File: config.mk
export PLATFORM = sky130hd
export DESIGN_NAME = qbp_ports
export DESIGN_NICKNAME = d
export VERILOG_FILES = /design/src/hw/qbp_pkg.sv /design/src/hw/qbp_ports.sv
export VERILOG_INCLUDE_DIRS = /design/src /design/src/hw
export SDC_FILE = /design/constraint.sdc
export NUM_CORES = 1
export LEC_CHECK = 0
export ABC_AREA = 1
export BUFFER_PORTS_ARGS = -buffer_cell sky130_fd_sc_hd__buf_2
export CAP_MARGIN = 15
export CORE_ASPECT_RATIO = 1.4
export CORE_UTILIZATION = 53
export DETAILED_ROUTE_END_ITERATION = 8
export HOLD_SLACK_MARGIN = 0.06
export PLACE_DENSITY_LB_ADDON = 0.08
export SKIP_LAST_GASP = 1
export SLEW_MARGIN = 10
export SYNTH_ARGS = -nofsm -noshare
export SYNTH_HDL_FRONTEND = slang
export SYNTH_SLANG_ARGS = --single-unit
File: constraint.sdc
create_clock -name CLK -period 1.7 [get_ports CLK]
set_clock_uncertainty 0.1 [all_clocks]
set_input_delay 0.34 -clock CLK [delete_from_list [all_inputs] [get_ports CLK]]
set_output_delay 0.34 -clock CLK [all_outputs]
set_load 0.02 [all_outputs]
File: src/hw/qbp_consts.svh
/*
 Timing counts, reset values and bit positions for the quasi-bidirectional ports.
 Assumes inclusion by bare name from the port module.
*/
`ifndef QBP_CONSTS_SVH
`define QBP_CONSTS_SVH
`define QBP_LATCH_RESET      8'hFF
`define QBP_CLK_PERIOD_NS    10
`define QBP_CYCLE_CLOCKS     4
`define QBP_PULSE_TIME_NS    20
`define QBP_PULSE_CYCLES     ((`QBP_PULSE_TIME_NS + `QBP_CLK_PERIOD_NS - 1) / `QBP_CLK_PERIOD_NS)
`define QBP_MOVE_CYCLES      2
`define QBP_ALE_PHASE        2'h0
`define QBP_BIT_RX           0
`define QBP_BIT_TX           1
`define QBP_BIT_INTA         2
`define QBP_BIT_INTB         3
`define QBP_BIT_TMRA         4
`define QBP_BIT_TMRB         5
`define QBP_BIT_WR           6
`define QBP_BIT_RD           7
`endif

File: src/hw/qbp_pkg.sv
/*
 Types for the quasi-bidirectional port block.
 Assumes nothing beyond a SystemVerilog compiler.
*/
package qbp_pkg;
    typedef enum logic [1:0] {QBP_IDLE, QBP_ADDR, QBP_DATA} qbp_move_t;
endpackage

File: src/hw/qbp_ports.sv
/*
 Two quasi-bidirectional 8-bit ports with alternate functions, machine-cycle timing
 and the address-latch pulse. Assumes the core drives latch writes and move requests
 on CLK, and that pins resolve strong-low, strong-high and weak-pullup outside.
*/
`timescale 1ns/1ns
`include "qbp_consts.svh"
module qbp_ports (
    input  wire logic       CLK,
    input  wire logic       NRST,
    input  wire logic       UPPER_WRITE,
    input  wire logic       ALT_WRITE,
    input  wire logic [7:0] WRITE_DATA,
    input  wire logic       BUS_MODE,
    input  wire logic [7:0] BUS_ADDR_HIGH,
    input  wire logic       MOVE_REQ,
    input  wire logic       MOVE_READ,
    input  wire logic       FETCH_EXTERNAL,
    input  wire logic       REDUCED_EMISSION,
    input  wire logic       SERIAL0_TRANSMIT_OUT,
    input  wire logic       EXTERNAL_ACCESS_N,
    input  wire logic [7:0] UPPER_ADDRESS_PORT_IN,
    input  wire logic [7:0] ALT_FUNCTION_PORT_IN,
    output logic [7:0]      UPPER_ADDRESS_PORT_OUT,
    output logic [7:0]      UPPER_ADDRESS_PORT_OE,
    output logic [7:0]      ALT_FUNCTION_PORT_OUT,
    output logic [7:0]      ALT_FUNCTION_PORT_OE,
    output logic [7:0]      UPPER_LATCH,
    output logic [7:0]      ALT_LATCH,
    output logic [7:0]      UPPER_PIN_LEVEL,
    output logic [7:0]      ALT_PIN_LEVEL,
    output logic            SERIAL0_RECEIVE_IN,
    output logic            EXT_INTERRUPT_A_N,
    output logic            EXT_INTERRUPT_B_N,
    output logic            TIMER_A_INPUT,
    output logic            TIMER_B_INPUT,
    output logic            FETCH_FROM_EXTERNAL,
    output logic            ADDRESS_LATCH_PULSE,
    output logic            MOVE_BUSY,
    output logic            MOVE_DONE
);
    logic [7:0]       up_sync1, up_sync2, alt_sync1, alt_sync2;
    logic             xacc_sync1, xacc_sync2;
    logic [1:0]       phase;
    logic [7:0]       up_boost, alt_boost;
    logic [1:0]       up_boost_cnt [8];
    logic [1:0]       alt_boost_cnt [8];
    qbp_pkg::qbp_move_t move_state;
    logic [7:0]       move_addr;
    logic             move_rd;
    logic [7:0]       up_drive_val, alt_drive_val, alt_func_val;
    logic [7:0]       up_strong, alt_strong;
    logic [7:0]       up_rise, alt_rise;
    wire              cycle_end = (phase == 2'(`QBP_CYCLE_CLOCKS - 1));
    wire              bus_busy  = (move_state != qbp_pkg::QBP_IDLE);
    wire              latch_need = FETCH_EXTERNAL | bus_busy | MOVE_REQ;
    wire logic [1:0]  pulse_len = 2'(`QBP_PULSE_CYCLES);
    wire              data_cycle = (move_state == qbp_pkg::QBP_DATA);
    wire              bus_drive  = bus_busy | BUS_MODE;

    // Synchronisers; only stage two is read
    // No reset: they only follow the pins
    always_ff @(posedge CLK) begin
        up_sync1   <= UPPER_ADDRESS_PORT_IN;
        up_sync2   <= up_sync1;
        alt_sync1  <= ALT_FUNCTION_PORT_IN;
        alt_sync2  <= alt_sync1;
        xacc_sync1 <= EXTERNAL_ACCESS_N;
        xacc_sync2 <= xacc_sync1;
    end

    // Pins read back the outside level over the weak pullup
    assign UPPER_PIN_LEVEL     = up_sync2;
    assign ALT_PIN_LEVEL       = alt_sync2;
    assign SERIAL0_RECEIVE_IN  = alt_sync2[`QBP_BIT_RX];
    assign EXT_INTERRUPT_A_N   = alt_sync2[`QBP_BIT_INTA];
    assign EXT_INTERRUPT_B_N   = alt_sync2[`QBP_BIT_INTB];
    assign TIMER_A_INPUT       = alt_sync2[`QBP_BIT_TMRA];
    assign TIMER_B_INPUT       = alt_sync2[`QBP_BIT_TMRB];
    assign FETCH_FROM_EXTERNAL = ~xacc_sync2;

    // Machine cycle phase counter
    // Free-running, so move timing and the pulse share one boundary
    always_ff @(posedge CLK) begin
        if (!NRST) begin
            phase <= 2'h0;
        end else begin
            phase <= phase + 2'h1;
        end
    end

    // Latch pulse in phase 0; suppressed when no bus use under reduced emission
    // Registered so the pin sees no decode glitch
    always_ff @(posedge CLK) begin
        if (!NRST) begin
            ADDRESS_LATCH_PULSE <= 1'b0;
        end else begin
            ADDRESS_LATCH_PULSE <= cycle_end & (~REDUCED_EMISSION | latch_need);
        end
    end

    // Port latches
    always_ff @(posedge CLK) begin
        if (!NRST) begin
            UPPER_LATCH <= `QBP_LATCH_RESET;
            ALT_LATCH   <= `QBP_LATCH_RESET;
        end else begin
            if (UPPER_WRITE) begin
                UPPER_LATCH <= WRITE_DATA;
            end
            if (ALT_WRITE) begin
                ALT_LATCH <= WRITE_DATA;
            end
        end
    end

    // Rising bits: a written one over a latched zero
    // Rewriting an unchanged value starts no boost
    assign up_rise  = UPPER_WRITE ? (WRITE_DATA & ~UPPER_LATCH) : 8'h00;
    assign alt_rise = ALT_WRITE ? (WRITE_DATA & ~ALT_LATCH) : 8'h00;

    // Brief strong-high boost per bit after a zero-to-one write
    for (genvar i = 0; i < 8; i++) begin : g_boost
        always_ff @(posedge CLK) begin
            if (!NRST) begin
                up_boost_cnt[i]  <= 2'h0;
                alt_boost_cnt[i] <= 2'h0;
            end else begin
                // A new rise restarts the count
                if (up_rise[i]) begin
                    up_boost_cnt[i] <= pulse_len;
                end else if (up_boost_cnt[i] != 2'h0) begin
                    up_boost_cnt[i] <= up_boost_cnt[i] - 2'h1;
                end
                if (alt_rise[i]) begin
                    alt_boost_cnt[i] <= pulse_len;
                end else if (alt_boost_cnt[i] != 2'h0) begin
                    alt_boost_cnt[i] <= alt_boost_cnt[i] - 2'h1;
                end
            end
        end
        assign up_boost[i]  = (up_boost_cnt[i] != 2'h0);
        assign alt_boost[i] = (alt_boost_cnt[i] != 2'h0);
    end

    // External data move: address cycle then data cycle
    always_ff @(posedge CLK) begin
        if (!NRST) begin
            move_state <= qbp_pkg::QBP_IDLE;
            move_addr  <= 8'h00;
            move_rd    <= 1'b0;
            MOVE_DONE  <= 1'b0;
        end else begin
            MOVE_DONE <= 1'b0;
            case (move_state)
                qbp_pkg::QBP_IDLE: begin
                    // Direction and address frozen at the take edge
                    if (MOVE_REQ && cycle_end) begin
                        move_state <= qbp_pkg::QBP_ADDR;
                        move_addr  <= BUS_ADDR_HIGH;
                        move_rd    <= MOVE_READ;
                    end
                end
                qbp_pkg::QBP_ADDR: begin
                    if (cycle_end) begin
                        move_state <= qbp_pkg::QBP_DATA;
                    end
                end
                default: begin
                    if (cycle_end) begin
                        move_state <= qbp_pkg::QBP_IDLE;
                        MOVE_DONE  <= 1'b1;
                    end
                end
            endcase
        end
    end
    assign MOVE_BUSY = bus_busy;

    // Strobe low only in the data cycle; bus drive needs latch one
    always_comb begin
        alt_func_val = 8'hFF;
        alt_func_val[`QBP_BIT_TX] = SERIAL0_TRANSMIT_OUT;
        alt_func_val[`QBP_BIT_WR] = ~(data_cycle & ~move_rd);
        alt_func_val[`QBP_BIT_RD] = ~(data_cycle & move_rd);
    end

    // Latch zero wins, so a bus value can never override a pulldown
    assign up_drive_val  = UPPER_LATCH & (bus_busy ? move_addr :
                           (BUS_MODE ? BUS_ADDR_HIGH : 8'hFF));
    assign alt_drive_val = ALT_LATCH & alt_func_val;

    // Strong drive: low always, high during boost or bus address
    assign up_strong  = ~up_drive_val | up_boost | (bus_drive ? UPPER_LATCH : 8'h00);
    assign alt_strong = ~alt_drive_val | alt_boost;

    // Reset leaves every pin on the weak pullup
    always_ff @(posedge CLK) begin
        if (!NRST) begin
            UPPER_ADDRESS_PORT_OUT <= 8'hFF;
            UPPER_ADDRESS_PORT_OE  <= 8'h00;
            ALT_FUNCTION_PORT_OUT  <= 8'hFF;
            ALT_FUNCTION_PORT_OE   <= 8'h00;
        end else begin
            UPPER_ADDRESS_PORT_OUT <= up_drive_val;
            UPPER_ADDRESS_PORT_OE  <= up_strong;
            ALT_FUNCTION_PORT_OUT  <= alt_drive_val;
            ALT_FUNCTION_PORT_OE   <= alt_strong;
        end
    end
endmodule // qbp_ports

==> results.toml, run 1 <==
[drt]
antenna_left = 0
viasPerCell = 4.86
drt-pass1-iter-count = 4
wl_met2_um = 4870
drtIter0Drc = 232
wl_per_cell_um = 13.0
wl_met1_um = 4490
vias = 3720
wirelength_um = 9970
post-route-drc-count = 0
wl_met3_um = 534
maxUsedRoutingLayer = "met4"

[clock_network]
clock_latency_ns = 0.41
clk_path_buf_depth = 2
clock-root-buffer = "clkbuf_16"
cts.sinks = 129
cts_max_level = 4
cts_tree = "built"
cts_setup_buffers = 0
path_clk_slew_ns = 0.06
cts_buffers = 17

[timing]
finalCritPeriodShare = 0.949
finalCriticalPeriod_ns = 1.61
hold_viol = 0
setup_viol = 0
drv_slew = 0
rsz0062_at_grt = "false"
worstMarginPinSlew_ns = 0.528
slew_headroom = 0.648
fin_setup_tns_ns = 0
setup_ws_ns = 0.0869
max_freq_mhz = 620

[synth]
netlist_area_mm2 = 0.00483
async_flop_share = 0
synth_fp_nets = 575
synthSimpleGateAreaFrac = 0.235
synth_mux_area_frac = 0
synth_top_family_by_area = "simple AND/OR/NAND/NOR gates"
synth_compound_area_frac = 0.0324
synth-edff-count = 32
synth_most_common_cell = "dfxtp_1"
synth_cell_types = 26
ys_seq_elements = 129
netlist_top_cells_count = "dfxtp_1, nand2_1, nor2_1"
synthAdderAreaFrac = 0.0440
ys_top_cells_by_area = "dfxtp_1, edfxtp_1, nand2_1, nor2_1, ha_1"
post_synth.cell_area_avg_um2 = 9.38
synth_cells = 515
synth_top_cell_area_share = 0.402
synth_ff_type = "dfxtp_1"
yosys_warnings = 0
yosysTopAreaCell = "dfxtp_1"
synth-seq-area-share = 0.601
synth_xor_area_frac = 0.00181

[worst_hold_path]
worst_hold_path_type = "in -> reg"
holdPathStages = 3
hold_path.startpoint = "WRITE_DATA[7]"
worst_hold_path.endpoint = "ALT_LATCH[7]"

[job]
drv_cap = 0

[placed_design]
port_buffers = 115
gp_congestion = 0.793
dp_slack_ns = 0.203
dp_hpwl_um = 6700

[pwr]
p_per_area_mw_per_mm2 = 1590
p_int_mw = 7.00
vdd_drop_max_mv = 1.05
swShare = 0.293
seq_power_share = 0.413
p_clk_frac = 0.366
power.switching_mw = 2.91
p_leak_nw = 2.90
p_comb_frac = 0.221

[critical_path]
cp_num_buf_inv = 2
crit_required_ns = 1.26
cp-end-kind = "output pin"
critPathArrivalTime_ns = 1.17
crit_chain = "nor2_2, inv_1, buf_2"
critPathMaxStageDelay_ns = 0.31
r2r_start = "phase[0]"
startpoint_type = "flop"
critPathMaxFanout = 5
r2r_slack_ns = 0.24
crit_type = "reg -> out"
crit_path_top_delay_cell = "dfxtp_1"
r2r_end = "move_addr[5]"
reg2reg_depth = 7
path_delay_family = "flip-flops"

[die]
rows = 40
die_h_um = 115
start_util = 0.555
die_area_mm2 = 0.00950
die_x_um = 82.7
core_mm2 = 0.00871
io_pins = 116

[final_layout]
num_antenna_cells = 0
areaGrowthSynthToFinish_pct = 28.7
fin_nets = 707
drive_above_1_share = 0.264

[global_route]
grt_max_degree = 55
grt_pass1_wl_um = 15900
antenna_found_initial = 0
gr-total-overflow = 0
grt_pass1_vias = 3462
grtUsageTotal = 0.227

[status]
outcome = "complete, no violations"
flip-flops by register name, indices dropped and copies added (netlist names):
signal                  flops
move_addr                   8
UPPER_ADDRESS_PORT_OE       8
up_sync1                    8
alt_boost_cnt              16
up_boost_cnt               16
phase                       2
ALT_FUNCTION_PORT_OE        8
UPPER_ADDRESS_PORT_OUT      8
ADDRESS_LATCH_PULSE         1
move_state                  2
ALT_LATCH                   8
alt_sync1                   8
UPPER_LATCH                 8
ALT_FUNCTION_PORT_OUT       8
UPPER_PIN_LEVEL             8
xacc_sync1                  1
move_rd                     1
ALT_PIN_LEVEL               8
xacc_sync2                  1
MOVE_DONE                   1
through the flow:
stage | cells | cell area (um^2) | hold slack, ns | util | total power [mW]
3_5_place_dp | 715 | 5430 | 0.212 | 0.624 | 6.27
3_3_place_gp | 715 | 5430 | 0.210 | 0.624 | 6.12
4_1_cts | 765 | 6220 | 0.0761 | 0.714 | 9.97
2_1_floorplan | 515 | 4830 | 0.210 | - | 5.69
6_report | 765 | 6220 | 0.0931 | 0.714 | 9.91
5_1_grt | 765 | 6220 | 0.0913 | 0.714 | 10.5
worst min-delay path, cell delays in order:
cell     delay (ns)
buf_2          0.09
nand2_1        0.06
nand3_1        0.07
logic make-up (layout without fill, tap and decap cells):
kind of cell,Yosys count,after routing
AOI/OAI and AO/OA,31,31
adders and majority gates,17,17
and+or+nand+nor,249,249
xor gates and xnor gates,1,1
buffers and inverters,88,233
DFF,129,129
cell usage in the layout, fill, tap and decap left out:
cell type	instances
buf_2	115
dfxtp_1	97
nand2_1	96
nor2_1	87
inv_1	56
nand3_1	37
edfxtp_1	32
o21ai_0	23
clkbuf_16	18
dlygate4sd3_1	18
ha_1	17
nor4_2	13
buf_4	9
a21oi_1	7
nand3b_1	4
or2_1	4
inv_6	4
clkinv_4	4
or2_2	3
bufinv_16	2
nor2_2	1
inv_2	1
clkinv_1	1
nor3b_1	1
and3_1	1
xnor2_1	1
nor3_1	1
o22ai_1	1
nor4_1	1
inv_4	1
clkinv_2	1
clkinvlp_4	1
clkbuf_1	1
buf_12	1
worst max path at each step:
stage | start | end | slack (ns) | cells past startpoint
floorplan | NRST | alt_boost_cnt[1][4] | 0.35 | 6
global placement | NRST | up_boost_cnt[1][0] | 0.23 | 3
detailed placement | NRST | up_boost_cnt[1][0] | 0.20 | 3
CTS | move_state[1] | MOVE_BUSY | 0.05 | 3
global route | move_state[1] | MOVE_BUSY | 0.02 | 3
finish | move_state[1] | MOVE_BUSY | 0.09 | 3
power groups by stage:
stage / combinational, mW / clock, mW / sequential (mW)
detailed placement: 2.12 / 0 / 4.15
floorplan: 1.39 / 0 / 4.30
global placement: 2.00 / 0 / 4.12
CTS: 2.19 / 3.69 / 4.09
global route: 2.49 / 3.84 / 4.15
finish: 2.19 / 3.63 / 4.09
layer usage:
layer,global-route usage,up-vias
met5,0,-
met4,0.0920,0
met3,0.0770,4
met2,0.363,112
met1,0.276,1706
li1,-,1898
repair_timing:
item / in CTS / in global routing
setup endpoints to repair: 1 / 0
endpoints found under the hold margin: 18 / 0
gates resized for setup: 1 / 0
hold buffers: 18 / 0
area by class of cell:
type | instances | area, um^2
sequential | 129 | 2900
multi-input combinational | 298 | 1520
timing repair buffer | 143 | 843
clock buffer | 19 | 454
inverter | 58 | 218
clock inverter | 13 | 149
fill | 695 | 2490
tap | 105 | 131
Note: power is estimated with default switching activity, not from simulation.
==> run 2: changes to the inputs <==
CORE_MARGIN = 4   (was default)
CORE_UTILIZATION = 40   (was 53)
==> results.toml, run 2 (synthesized netlist as in run 1, its figures left out) <==
[die]
io_pins = 116
core_mm2 = 0.0118
die_h_um = 138
die_area_mm2 = 0.0139
die_x_um = 101
rows = 47
start_util = 0.409

[final_layout]
areaGrowthSynthToFinish_pct = 30.3
fin_util = 0.532
drive_above_1_share = 0.271
seq_area_mm2 = 0.00290
design_area_mm2 = 0.00629
multi_input_area_mm2 = 0.00152
num_antenna_cells = 0
fin_nets = 712
layout_commonest_cell = "buf_2"
final_cell_mix = "buf_2, dfxtp_1, nand2_1"
fillers = 1132
reg_top3 = "alt_boost_cnt x16, up_boost_cnt x16"

[timing]
slew_headroom = 0.794
max_freq_mhz = 611
drv_slew = 0
finalCriticalPeriod_ns = 1.64
hold_viol = 0
setup_ws_ns = 0.0629
setup_viol = 0
rsz0062_at_grt = "false"
worstMarginPinSlew_ns = 0.307
fin_setup_tns_ns = 0
finalCritPeriodShare = 0.963

[global_route]
antenna_found_initial = 0
grt_pass1_vias = 3560
grt_pass1_wl_um = 17400
gr-total-overflow = 0
grt_max_degree = 55
grtUsageTotal = 0.159

[status]
outcome = "complete, no violations"

[placed_design]
port_buffers = 115
dp_hpwl_um = 7700
gp_congestion = 0.742
placed_cell_area_mm2 = 0.00552
dp_slack_ns = 0.207

[drt]
wl_per_cell_um = 13.4
wirelength_um = 10900
post-route-drc-count = 0
maxUsedRoutingLayer = "met4"
antenna_left = 0
wl_met1_um = 4810
viasPerCell = 4.65
drtIter0Drc = 136
drt-pass1-iter-count = 4
wl_met3_um = 646
wl_met2_um = 5330
vias = 3775

[critical_path]
startpoint_type = "flop"
crit_required_ns = 1.26
critPathArrivalTime_ns = 1.20
cp-end-kind = "output pin"
critPathMaxFanout = 9
r2r_slack_ns = 0.19
crit_type = "reg -> out"

[clock_network]
clock-root-buffer = "clkbuf_16"
cts_buffers = 17
cts_tree = "built"
cts_max_level = 4
clock_latency_ns = 0.41
path_clk_slew_ns = 0.06
cts.sinks = 129
clk_path_buf_depth = 2

[pwr]
vdd_drop_max_mv = 0.734
power_mw = 9.65
p_leak_nw = 2.92
p_per_area_mw_per_mm2 = 1530

[worst_hold_path]
worst_hold_path_type = "in -> reg"

[job]
drv_cap = 0
==> run 2: cell count changes in the layout (fill, tap and decap cells not counted), sizes merged <==
cell         change
clkinv           -1
clkbuf           +1
inv              +2
bufinv           -2
dlygate4sd3      -1
buf              +6
==> run 2: final timing paths <==
kind	from	endpoint	cells past startpoint
max	move_state[1]	MOVE_BUSY	4
min	SERIAL0_TRANSMIT_OUT	ALT_FUNCTION_PORT_OUT[1]	3
max reg2reg	phase[0]	move_addr[4]	7
min reg2reg	up_sync1[1]	UPPER_PIN_LEVEL[1]	0
==> run 2: per-layer routing <==
| layer | up-vias | global-route usage |
|---|---|---|
| met1 | 1744 | 0.195 |
| met3 | 9 | 0.0509 |
| met5 | - | 0 |
| met4 | 0 | 0.0625 |
| li1 | 1917 | - |
| met2 | 105 | 0.258 |
==> run 2: timing repair <==
item	CTS	global route
hold endpoints to repair	17	0
cloned	0	0
gates resized for setup	2	0
setup buffers	1	4
hold buffers	17	0
endpoints found under the setup margin	1	1
pin swaps	1	1
==> run 2: critical path, stage by stage (launching register included) <==
cell and delay [ns]:
dfxtp_1 0.33, nor2_4 0.15, buf_12 0.13, inv_1 0.03, buf_2 0.14
==> run 2: layout make-up <==
type,count,share of cell area
Clock buffer,20,0.0744
Clock inverter,12,0.0151
Inverter,58,0.0346
Multi-Input combinational cell,298,0.242
Sequential cell,129,0.461
Tap cell,147,0.0292
Timing Repair Buffer,148,0.144
==> run 2: through the flow <==
stage,std cells,hold slack [ns]
after floorplan,515,0.210
after global placement,758,0.210
after detailed placement,758,0.212
after CTS,808,0.0601
after global routing,812,0.0706
final,812,0.0659
==> run 2: power breakdown <==
group | leakage, nW | internal [mW] | switching, mW
sequential | 1.16 | 3.84 | 0.239
clock | 0.278 | 2.02 | 1.40
combinational | 1.48 | 0.886 | 1.27
total | 2.92 | 6.75 | 2.90
